==> config.mk <==
export PLATFORM = sky130hd
export DESIGN_NAME = obc_regs
export DESIGN_NICKNAME = d
export VERILOG_FILES = /design/src/hw/obc_pkg.sv /design/src/hw/obc_debounce_clk.sv /design/src/hw/obc_regs.sv
export SDC_FILE = /design/constraint.sdc
export NUM_CORES = 1
export LEC_CHECK = 0
export ABC_CLOCK_PERIOD_IN_PS = 7800
export BUFFER_PORTS_ARGS = -buffer_cell sky130_fd_sc_hd__buf_2
export CAP_MARGIN = 20
export CELL_PAD_IN_SITES_DETAIL_PLACEMENT = 0
export CELL_PAD_IN_SITES_GLOBAL_PLACEMENT = 2
export CORE_MARGIN = 2
export CORE_UTILIZATION = 30
export DETAILED_ROUTE_END_ITERATION = 8
export MAX_ROUTING_LAYER = met4
export PLACE_DENSITY_LB_ADDON = 0.1
export SLEW_MARGIN = 30
export SYNTH_ARGS = -nofsm -noshare
export SYNTH_HDL_FRONTEND = slang
export SYNTH_SLANG_ARGS = --single-unit
export TNS_END_PERCENT = 10
==> constraint.sdc <==
create_clock -name clk_i -period 7.8 [get_ports clk_i]
set_clock_uncertainty 0.1 [all_clocks]
set_input_delay 0.78 -clock clk_i [delete_from_list [all_inputs] [get_ports clk_i]]
set_output_delay 0.78 -clock clk_i [all_outputs]
set_load 0.02 [all_outputs]
==> src/hw/obc_pkg.sv <==
// package: register map, field layout, reset values and timing for the bias control slice
package obc_pkg;

  // ----------------------------------------------------------------
  // register map
  // ----------------------------------------------------------------
  localparam logic [7:0] DRV_CFG_ADDR = 8'h2C;   // headset_driver_config
  localparam logic [7:0] RSVD_ADDR = 8'h2D;      // reserved_analog_slot
  localparam logic [7:0] BIAS_ADDR = 8'h2E;      // mic_bias_control

  // ----------------------------------------------------------------
  // field positions and reset values
  // ----------------------------------------------------------------
  localparam int DEB_MSB = 7;           // debounce code, driver register
  localparam int DEB_LSB = 5;
  localparam int LINE_MODE_BIT = 2;     // driver mode, driver register
  localparam int SW_PD_BIT = 7;         // software power-down, bias register
  localparam int OVERRIDE_BIT = 3;      // headset override, bias register
  localparam int LEVEL_MSB = 1;         // bias level, bias register
  localparam int LEVEL_LSB = 0;
  localparam logic [7:0] DRV_CFG_RST = 8'h00;
  localparam logic [7:0] BIAS_RST = 8'h00;
  localparam logic [7:0] RDATA_RST = 8'h00;

  // ----------------------------------------------------------------
  // timing: debounce clock period is debounce time / 8
  // ----------------------------------------------------------------
  localparam int CLK_PERIOD_PS = 5000;
  localparam int DEB_UNIT_PS = 1000000;   // 1 us: period of the 8 us code
  localparam int DEB_UNIT_CYCLES = DEB_UNIT_PS / CLK_PERIOD_PS;
  localparam int DEB_DIVIDE = 8;
  localparam logic [2:0] DEB_CODE_NONE = 3'h0;

  // ----------------------------------------------------------------
  // types
  // ----------------------------------------------------------------
  typedef enum logic [1:0] {
    BIAS_OFF = 2'b00,
    BIAS_2V0 = 2'b01,
    BIAS_2V5 = 2'b10,
    BIAS_SUPPLY = 2'b11
  } obc_bias_type;

  typedef struct packed {
    logic line_mode;           // headphone_output_driver: 0 headphone, 1 line out
    logic sw_powerdown;        // device software power-down
    obc_bias_type bias_level;  // microphone_bias_output, after headset gating
    logic [2:0] deb_code;      // headset short-circuit debounce code
  } obc_analog_type;

  localparam obc_analog_type ANALOG_RST = '{1'b0, 1'b0, BIAS_OFF, 3'h0};

endpackage

==> src/hw/obc_debounce_clk.sv <==
// module: debounce clock tick generator, period = selected debounce time / 8
module obc_debounce_clk #(
  parameter int UNIT_CYCLES = obc_pkg::DEB_UNIT_CYCLES
) (
  // clock and reset
  input wire logic clk_i,
  input wire logic resetn_i,
  // control
  input wire logic [2:0] deb_code_i,
  // tick out
  output logic tick_o
);

  // units of 1 us per debounce clock period: 0,1,2,4..64 for codes 0..7
  function automatic logic [6:0] units_of(input logic [2:0] code);
    units_of = (code == obc_pkg::DEB_CODE_NONE) ? 7'h00 : 7'(7'h01 << (code - 3'h1));
  endfunction

  logic [15:0] unit_cnt;
  logic [6:0] unit_idx;
  logic [2:0] last_code;
  logic [15:0] next_unit_cnt;
  logic [6:0] next_unit_idx;
  logic next_tick;

  // ----------------------------------------------------------------
  // divider: restart whenever the code changes so no stale period leaks
  // ----------------------------------------------------------------
  always_comb begin
    next_unit_cnt = unit_cnt + 16'h0001;
    next_unit_idx = unit_idx;
    next_tick = 1'b0;
    if (deb_code_i != last_code) begin
      next_unit_cnt = 16'h0000;
      next_unit_idx = 7'h00;
    end else if (deb_code_i == obc_pkg::DEB_CODE_NONE) begin
      next_unit_cnt = 16'h0000;
      next_tick = 1'b1;  // zero debounce: clock runs every cycle
    end else if (unit_cnt == 16'(UNIT_CYCLES - 1)) begin
      next_unit_cnt = 16'h0000;
      if (unit_idx == units_of(deb_code_i) - 7'h01) begin
        next_unit_idx = 7'h00;
        next_tick = 1'b1;  // period = units * 1 us = time / 8
      end else begin
        next_unit_idx = unit_idx + 7'h01;
      end
    end
  end

  always_ff @(posedge clk_i or negedge resetn_i) begin
    if (!resetn_i) begin
      unit_cnt <= 16'h0000;
      unit_idx <= 7'h00;
      last_code <= 3'h0;
      tick_o <= 1'b0;
    end else begin
      unit_cnt <= next_unit_cnt;
      unit_idx <= next_unit_idx;
      last_code <= deb_code_i;
      tick_o <= next_tick;
    end
  end

  // ----------------------------------------------------------------
  // checks: spacing of ticks under a stable code
  // ----------------------------------------------------------------
  logic [31:0] gap;
  logic seen;
  always_ff @(posedge clk_i or negedge resetn_i) begin
    if (!resetn_i) begin
      gap <= 32'h0;
      seen <= 1'b0;
    end else if (deb_code_i != last_code) begin
      gap <= 32'h0;
      seen <= 1'b0;
    end else if (tick_o) begin
      gap <= 32'h0;
      seen <= 1'b1;
    end else begin
      gap <= gap + 32'h1;
    end
  end

  chk_tick_period: assert property (@(posedge clk_i) disable iff (!resetn_i)
    (tick_o && seen && deb_code_i != obc_pkg::DEB_CODE_NONE && $stable(deb_code_i))
    |-> (gap + 32'h1 == 32'(UNIT_CYCLES) * 32'(units_of(deb_code_i))))
    else $error("debounce tick period wrong");

endmodule

==> src/hw/obc_regs.sv <==
// module: output driver, debounce and microphone bias control registers
//
// Function
// - driver mode bit 0 selects headphone driver, 1 selects line output driver
// - debounce logic clock period is one eighth of the debounce time
// - bias register bit 7 set enters software power-down, clear keeps it off
// - override 0 keeps bias off when detection on and no headset; 1 powers it
// - bias level: 00 off, 01 2 V, 10 2.5 V, 11 analog supply rail
// - three-bit debounce code selects 0,8,16,32,64,128,256,512 us
module obc_regs #(
  parameter int UNIT_CYCLES = obc_pkg::DEB_UNIT_CYCLES
) (
  // clock and reset
  input wire logic clk_i,
  input wire logic resetn_i,
  // register port
  input wire logic [7:0] reg_addr_i,
  input wire logic [7:0] reg_wdata_i,
  input wire logic reg_wr_i,
  input wire logic reg_rd_i,
  output logic [7:0] reg_rdata_o,
  // headset detection status
  input wire logic headset_detect_en_i,
  input wire logic headset_present_i,
  // analog controls
  output obc_pkg::obc_analog_type analog_o,
  output logic debounce_tick_o
);

  // ----------------------------------------------------------------
  // headset presence comes from a pin: two-flop synchroniser
  // ----------------------------------------------------------------
  logic present_meta;
  logic present_sync;
  logic next_present_meta;
  logic next_present_sync;

  always_comb begin
    next_present_meta = headset_present_i;
    next_present_sync = present_meta;
  end

  always_ff @(posedge clk_i or negedge resetn_i) begin
    if (!resetn_i) begin
      present_meta <= 1'b0;
      present_sync <= 1'b0;
    end else begin
      present_meta <= next_present_meta;
      present_sync <= next_present_sync;
    end
  end

  // ----------------------------------------------------------------
  // register storage and read port
  // ----------------------------------------------------------------
  logic [7:0] drv_cfg;
  logic [7:0] bias_cfg;
  logic [7:0] next_drv_cfg;
  logic [7:0] next_bias_cfg;
  logic [7:0] next_rdata;

  // writes land whole; reserved bits are stored as written and read back
  always_comb begin
    next_drv_cfg = drv_cfg;
    next_bias_cfg = bias_cfg;
    next_rdata = reg_rdata_o;
    if (reg_wr_i) begin
      case (reg_addr_i)
        obc_pkg::DRV_CFG_ADDR: next_drv_cfg = reg_wdata_i;
        obc_pkg::BIAS_ADDR: next_bias_cfg = reg_wdata_i;
        // the reserved slot has no storage, so a stray write cannot disturb
        // analog trim behind it
        default: next_drv_cfg = drv_cfg;
      endcase
    end
    if (reg_rd_i) begin
      case (reg_addr_i)
        obc_pkg::DRV_CFG_ADDR: next_rdata = drv_cfg;
        obc_pkg::BIAS_ADDR: next_rdata = bias_cfg;
        default: next_rdata = obc_pkg::RDATA_RST;
      endcase
    end
  end

  // fields hold until rewritten or reset
  always_ff @(posedge clk_i or negedge resetn_i) begin
    if (!resetn_i) begin
      drv_cfg <= obc_pkg::DRV_CFG_RST;
      bias_cfg <= obc_pkg::BIAS_RST;
      reg_rdata_o <= obc_pkg::RDATA_RST;
    end else begin
      drv_cfg <= next_drv_cfg;
      bias_cfg <= next_bias_cfg;
      reg_rdata_o <= next_rdata;
    end
  end

  // ----------------------------------------------------------------
  // analog control levels, registered so the analog side sees no glitch
  // ----------------------------------------------------------------
  obc_pkg::obc_analog_type next_analog;
  logic bias_gated;

  always_comb begin
    // bias withheld while detection waits for a headset
    bias_gated = !bias_cfg[obc_pkg::OVERRIDE_BIT] && headset_detect_en_i && !present_sync;
    next_analog.line_mode = drv_cfg[obc_pkg::LINE_MODE_BIT];
    next_analog.sw_powerdown = bias_cfg[obc_pkg::SW_PD_BIT];
    next_analog.deb_code = drv_cfg[obc_pkg::DEB_MSB:obc_pkg::DEB_LSB];
    if (bias_gated) begin
      next_analog.bias_level = obc_pkg::BIAS_OFF;
    end else begin
      // level code passes straight to the bias generator
      next_analog.bias_level =
        obc_pkg::obc_bias_type'(bias_cfg[obc_pkg::LEVEL_MSB:obc_pkg::LEVEL_LSB]);
    end
  end

  always_ff @(posedge clk_i or negedge resetn_i) begin
    if (!resetn_i) begin
      analog_o <= obc_pkg::ANALOG_RST;
    end else begin
      analog_o <= next_analog;
    end
  end

  // ----------------------------------------------------------------
  // debounce clock derived from the selected debounce time
  // ----------------------------------------------------------------
  logic deb_tick;

  obc_debounce_clk #(
    .UNIT_CYCLES(UNIT_CYCLES)
  ) u_deb_clk (
    .clk_i(clk_i),
    .resetn_i(resetn_i),
    .deb_code_i(analog_o.deb_code),
    .tick_o(deb_tick)
  );

  // extra stage keeps the output straight from a flop at the top boundary
  always_ff @(posedge clk_i or negedge resetn_i) begin
    if (!resetn_i) begin
      debounce_tick_o <= 1'b0;
    end else begin
      debounce_tick_o <= deb_tick;
    end
  end

  // ----------------------------------------------------------------
  // checks
  // ----------------------------------------------------------------
  chk_line_mode_follow: assert property (@(posedge clk_i) disable iff (!resetn_i)
    (reg_wr_i && reg_addr_i == obc_pkg::DRV_CFG_ADDR)
    |-> ##2 (analog_o.line_mode == $past(reg_wdata_i[obc_pkg::LINE_MODE_BIT], 2)))
    else $error("driver mode does not follow write");

  chk_sw_powerdown: assert property (@(posedge clk_i) disable iff (!resetn_i)
    (reg_wr_i && reg_addr_i == obc_pkg::BIAS_ADDR)
    |-> ##2 (analog_o.sw_powerdown == $past(reg_wdata_i[obc_pkg::SW_PD_BIT], 2)))
    else $error("software power-down does not follow write");

  chk_bias_gated_off: assert property (@(posedge clk_i) disable iff (!resetn_i)
    (!bias_cfg[obc_pkg::OVERRIDE_BIT] && headset_detect_en_i && !present_sync)
    |=> (analog_o.bias_level == obc_pkg::BIAS_OFF))
    else $error("bias powered without headset");

  chk_bias_override: assert property (@(posedge clk_i) disable iff (!resetn_i)
    bias_cfg[obc_pkg::OVERRIDE_BIT]
    |=> (analog_o.bias_level == $past(bias_cfg[obc_pkg::LEVEL_MSB:obc_pkg::LEVEL_LSB])))
    else $error("override did not power bias");

  chk_bias_level_sel: assert property (@(posedge clk_i) disable iff (!resetn_i)
    (reg_wr_i && reg_addr_i == obc_pkg::BIAS_ADDR && reg_wdata_i[obc_pkg::OVERRIDE_BIT])
    |-> ##2 (analog_o.bias_level == $past(reg_wdata_i[obc_pkg::LEVEL_MSB:obc_pkg::LEVEL_LSB], 2)))
    else $error("bias level does not match field");

  chk_deb_code: assert property (@(posedge clk_i) disable iff (!resetn_i)
    (reg_wr_i && reg_addr_i == obc_pkg::DRV_CFG_ADDR)
    |-> ##2 (analog_o.deb_code == $past(reg_wdata_i[obc_pkg::DEB_MSB:obc_pkg::DEB_LSB], 2)))
    else $error("debounce code does not follow write");

  chk_fields_hold: assert property (@(posedge clk_i) disable iff (!resetn_i)
    (!reg_wr_i || reg_addr_i == obc_pkg::RSVD_ADDR)
    |=> ($stable(drv_cfg) && $stable(bias_cfg)))
    else $error("register changed without a write");

  chk_rdata_drv_cfg: assert property (@(posedge clk_i) disable iff (!resetn_i)
    (reg_rd_i && reg_addr_i == obc_pkg::DRV_CFG_ADDR)
    |=> (reg_rdata_o == $past(drv_cfg)))
    else $error("driver register read back wrong");

  chk_rdata_bias_cfg: assert property (@(posedge clk_i) disable iff (!resetn_i)
    (reg_rd_i && reg_addr_i == obc_pkg::BIAS_ADDR)
    |=> (reg_rdata_o == $past(bias_cfg)))
    else $error("bias register read back wrong");

  // the reserved slot keeps nothing, so it reads as zero like any unmapped offset
  chk_rdata_unmapped: assert property (@(posedge clk_i) disable iff (!resetn_i)
    (reg_rd_i && reg_addr_i != obc_pkg::DRV_CFG_ADDR && reg_addr_i != obc_pkg::BIAS_ADDR)
    |=> (reg_rdata_o == obc_pkg::RDATA_RST))
    else $error("unmapped offset read not zero");

  // read data stands until the next read strobe
  chk_rdata_hold: assert property (@(posedge clk_i) disable iff (!resetn_i)
    (!reg_rd_i)
    |=> $stable(reg_rdata_o))
    else $error("read data changed without a read");

  // without gating the programmed level code reaches the bias generator untouched
  chk_bias_level_pass: assert property (@(posedge clk_i) disable iff (!resetn_i)
    !(!bias_cfg[obc_pkg::OVERRIDE_BIT] && headset_detect_en_i && !present_sync)
    |=> (analog_o.bias_level == $past(bias_cfg[obc_pkg::LEVEL_MSB:obc_pkg::LEVEL_LSB])))
    else $error("bias level not passed through");

  // zero debounce time: the debounce clock runs on every cycle, two stages behind the code
  chk_tick_every_cycle: assert property (@(posedge clk_i) disable iff (!resetn_i)
    (analog_o.deb_code == obc_pkg::DEB_CODE_NONE && $stable(analog_o.deb_code))
    |-> ##2 debounce_tick_o)
    else $error("debounce clock idle at zero debounce");

  // driver fields are static while the driver register holds still
  chk_drv_fields_hold: assert property (@(posedge clk_i) disable iff (!resetn_i)
    $stable(drv_cfg)
    |=> $stable({analog_o.line_mode, analog_o.deb_code}))
    else $error("driver field moved without a write");

endmodule

==> metrics.md <==
| Metric | Value |
|---|---|
| I/O pin total | `38` |
| Adder-cell share of the synthesized area | `1.700%` |
| Detailed Place HPWL | `4253 um` |
| DRT iter0 DRCs | `57` |
| CTS tree | `built` |
| Worst min path class | `flop to flop` |
| Nets | `330` |
| First-pass GRT wire length | `10540 um` |
| Avg Inst Size Synth | `10.79 um^2` |
| Commonest cells after routing, fill and taps aside | `dfrtp_1 (61), buf_2 (37), nor2_1 (26)` |
| Post-route ant nets | `0` |
| Placed Cells | `423` |
| Core area | `9240 um^2` |
| Syn Inst Count | `266` |
| Ys async rst share | `100.0%` |
| Fill cell count | `947` |
| Simple-gate share of the synthesized area | `16.56%` |
| Post-cts resize count | `0` |
| CP Cell Sequence | `nor2_1 > nand2_1 > ha_1 > or2_2 > a211oi_1 > o21ai_0 > o211a_1 > o21ai_1 > o21ai_0 > a21o_1` |
| Mapped cell area | `2870 um^2` |
| Most used flip-flop cell after synthesis | `dfrtp_1` |
| Die H | `101.8 um` |
| FMAX | `0.3355 GHz` |
| Yosys warnings | `0` |
| #FFs+latches synth | `61` |
| CP most frequent cell | `o21ai_0` |
| Post-Synth XOR/XNOR Area | `7.323%` |
| Number of setup buffers added after CTS | `0` |
| Maxcap violations | `0` |
| GRT Total Usage | `13.89%` |
| Register area | `1526 um^2` |
| Vias in the first global route | `2082` |
| Post-synthesis mux area share | `9.067%` |
| Grt ovf | `0` |
| Hold Fails Final Rpt | `0` |
| Clock Path Buffers | `2` |
| Relative slew slack | `47.26%` |
| Arrival @ worst endpoint | `3.12 ns` |
| Total routed wirelength | `6406 um` |
| Status | `finished clean` |
| Pre-CTS WS | `4.829 ns` |
| CTS HTree Levels | `3` |
| # diodes | `0` |
| Crit path launch type | `flop` |
| CP endpoint kind | `flop` |
| Slowest CP cell | `dfrtp_1` |
| PortBufs | `37` |
| Distinct cells, synth | `50` |
| Post-synth EDFFs | `0` |
| Largest net degree at the start of global routing | `62` |
| Post-Syn Nets | `291` |
| Tmin final | `2.980 ns` |
| LEAKAGE | `0.001589 uW` |
| Fin util | `36.86%` |
| Main combinational cell family by area after synthesis | `simple AND/OR/NAND/NOR gates` |
| Final-report max-slew violation count | `0` |
| CP required | `7.94 ns` |
| Tightest Pin Transition | `0.7911 ns` |
| Routability Congestion | `0.7542` |
| TritonRoute pass-1 iters | `4` |
| DRC | `0` |
| Die area | `10370 um^2` |
| Crit-path leading delay family | `compound AO/OA/AOI/OAI gates` |
| Rows | `35` |
| Via Count | `2005` |
| Worst-path clk slew | `0.08 ns` |
| Via density per instance | `4.567` |
| Unrepaired setup endpoints after global routing | `false` |
| CTS Hold Buffers Added | `0` |
| Critical setup path kind | `flop to flop` |
| Setup violations, final | `0` |
| Clock Sinks | `61` |
| Area of the multi-input gates | `1246 um^2` |
| Layout cells sized above 1 | `24.19%` |
| Die X | `101.8 um` |
| Final Worst Setup Slack | `4.820 ns` |
| Wire per inst | `14.59 um` |
| Pwr dens | `216.5 nW/um^2` |
| Worst-path fanout max | `15` |
| Compound-Gate Fraction of Synth Area | `8.762%` |
| Post-synthesis sequential area ratio | `53.18%` |
| Layout Cells excl Fill | `439` |
| Initial core utilization | `31.06%` |
| Clock Latency Late Sink | `0.35 ns` |
| CP peak stage delay | `0.57 ns` |
| Fin crit share | `38.21%` |
| Area Overhead vs Synth | `18.66%` |
| Clock Root Buffer | `clkbuf_8` |
| CTS Buf Count | `9` |
| Final Power | `737.5 uW` |
| Worst path bufs/invs | `0` |
| Initial antenna violation count | `0` |
| Commonest non-fill, non-tap cell in the layout | `dfrtp_1` |
| Sum Neg Setup Slack | `0 ns` |
| Maximum VDD drop | `82.06 uV` |
synthesized netlist by cell type, types with 2 or more instances:
library cell  count  area, um^2
dfrtp_1          61        1526
nor2_1           26       97.59
mux2_2           16       180.2
xor2_1           16       140.1
nand3_1          13       65.06
inv_1            12       45.04
nand2_1          12       45.04
mux2i_1           8       80.08
o21ai_0           8       40.04
o22ai_1           8       50.05
xnor2_1           8       70.07
nor3_1            7       35.03
and3_1            6       37.54
buf_2             6       30.03
a21oi_1           5       25.02
clkbuf_1          5       18.77
nor4b_1           4       35.03
ha_1              3       37.54
nand3b_1          3       22.52
nor2b_1           3       18.77
a21o_1            2       15.01
a32o_1            2       20.02
and2_1            2       12.51
nand4_1           2       12.51
o21ai_1           2       10.01
or2_1             2       12.51
worst register-to-register path, stage by stage, from the launching register on:
cell	delay [ns]
dfrtp_1	0.57
nor2_1	0.21
nand2_1	0.07
ha_1	0.36
or2_2	0.32
a211oi_1	0.22
o21ai_0	0.11
o211a_1	0.16
o21ai_1	0.39
o21ai_0	0.16
a21o_1	0.19
layer usage:
layer	global-route usage, %	share of wire (%)	up-vias
met5	-	0	-
met4	6.462	1.8	0
met3	2.668	2.2	11
met2	20.29	47	26
met1	18.67	49	960
li1	-	-	1008
power by group:
part | switching, uW | total [uW] | leakage [uW] | internal [uW]
logic | 43.2 | 71.6 | 0.000645 | 28.4
clock network | 143 | 325 | 0.000110 | 182
registers | 12.3 | 341 | 0.000835 | 329
kinds of logic after synthesis:
kind of cell | after synthesis
buffers and inverters | 24
XOR/XNOR | 24
AND/OR/NAND/NOR | 91
AO/OA/AOI/OAI | 38
multiplexers | 24
flip-flops | 61
adder cells (fa/ha/maj) | 4
path summary, 6_finish.rpt:
| kind | startpoint | end | slack (ns) | cells after the start |
|---|---|---|---|---|
| worst max-delay path | analog_o[1] | u_deb_clk.unit_idx[3] | 4.82 | 10 |
| worst min-delay path | u_deb_clk.tick_o | debounce_tick_o | 0.26 | 0 |
| worst max register to register | analog_o[1] | u_deb_clk.unit_idx[3] | 4.82 | 10 |
| worst min register to register | u_deb_clk.tick_o | debounce_tick_o | 0.26 | 0 |
| max in group asynchronous | resetn_i | reg_rdata_o[1] | 6.58 | 2 |
| min in group asynchronous | resetn_i | u_deb_clk.unit_cnt[8] | 0.49 | 2 |
final cells by class:
| class | count | share of cell area, % |
|---|---|---|
| inverters | 13 | 1.433 |
| clock inverters | 7 | 2.902 |
| flip-flops and latches | 61 | 44.82 |
| repair buffers | 39 | 5.878 |
| clock buffers | 9 | 3.637 |
| well taps | 129 | 4.739 |
| multi-input cells | 181 | 36.59 |
state kept, by name, summed over array words and instances, names as in the netlist:
register	flops
next_present_sync	1
present_sync	1
analog_o	7
u_deb_clk.last_code	3
reg_rdata_o	8
u_deb_clk.tick_o	1
drv_cfg	8
debounce_tick_o	1
u_deb_clk.unit_cnt	16
bias_cfg	8
u_deb_clk.unit_idx	7
per-stage QoR:
stage | hold slack [ns] | area, um^2
global placement | 0.2347 | 3183
finish | 0.2560 | 3406
floorplan | 0.2312 | 2870
global route | 0.2720 | 3406
detailed placement | 0.2396 | 3183
CTS | 0.2585 | 3406
Note: power is estimated with default switching activity, not from simulation.
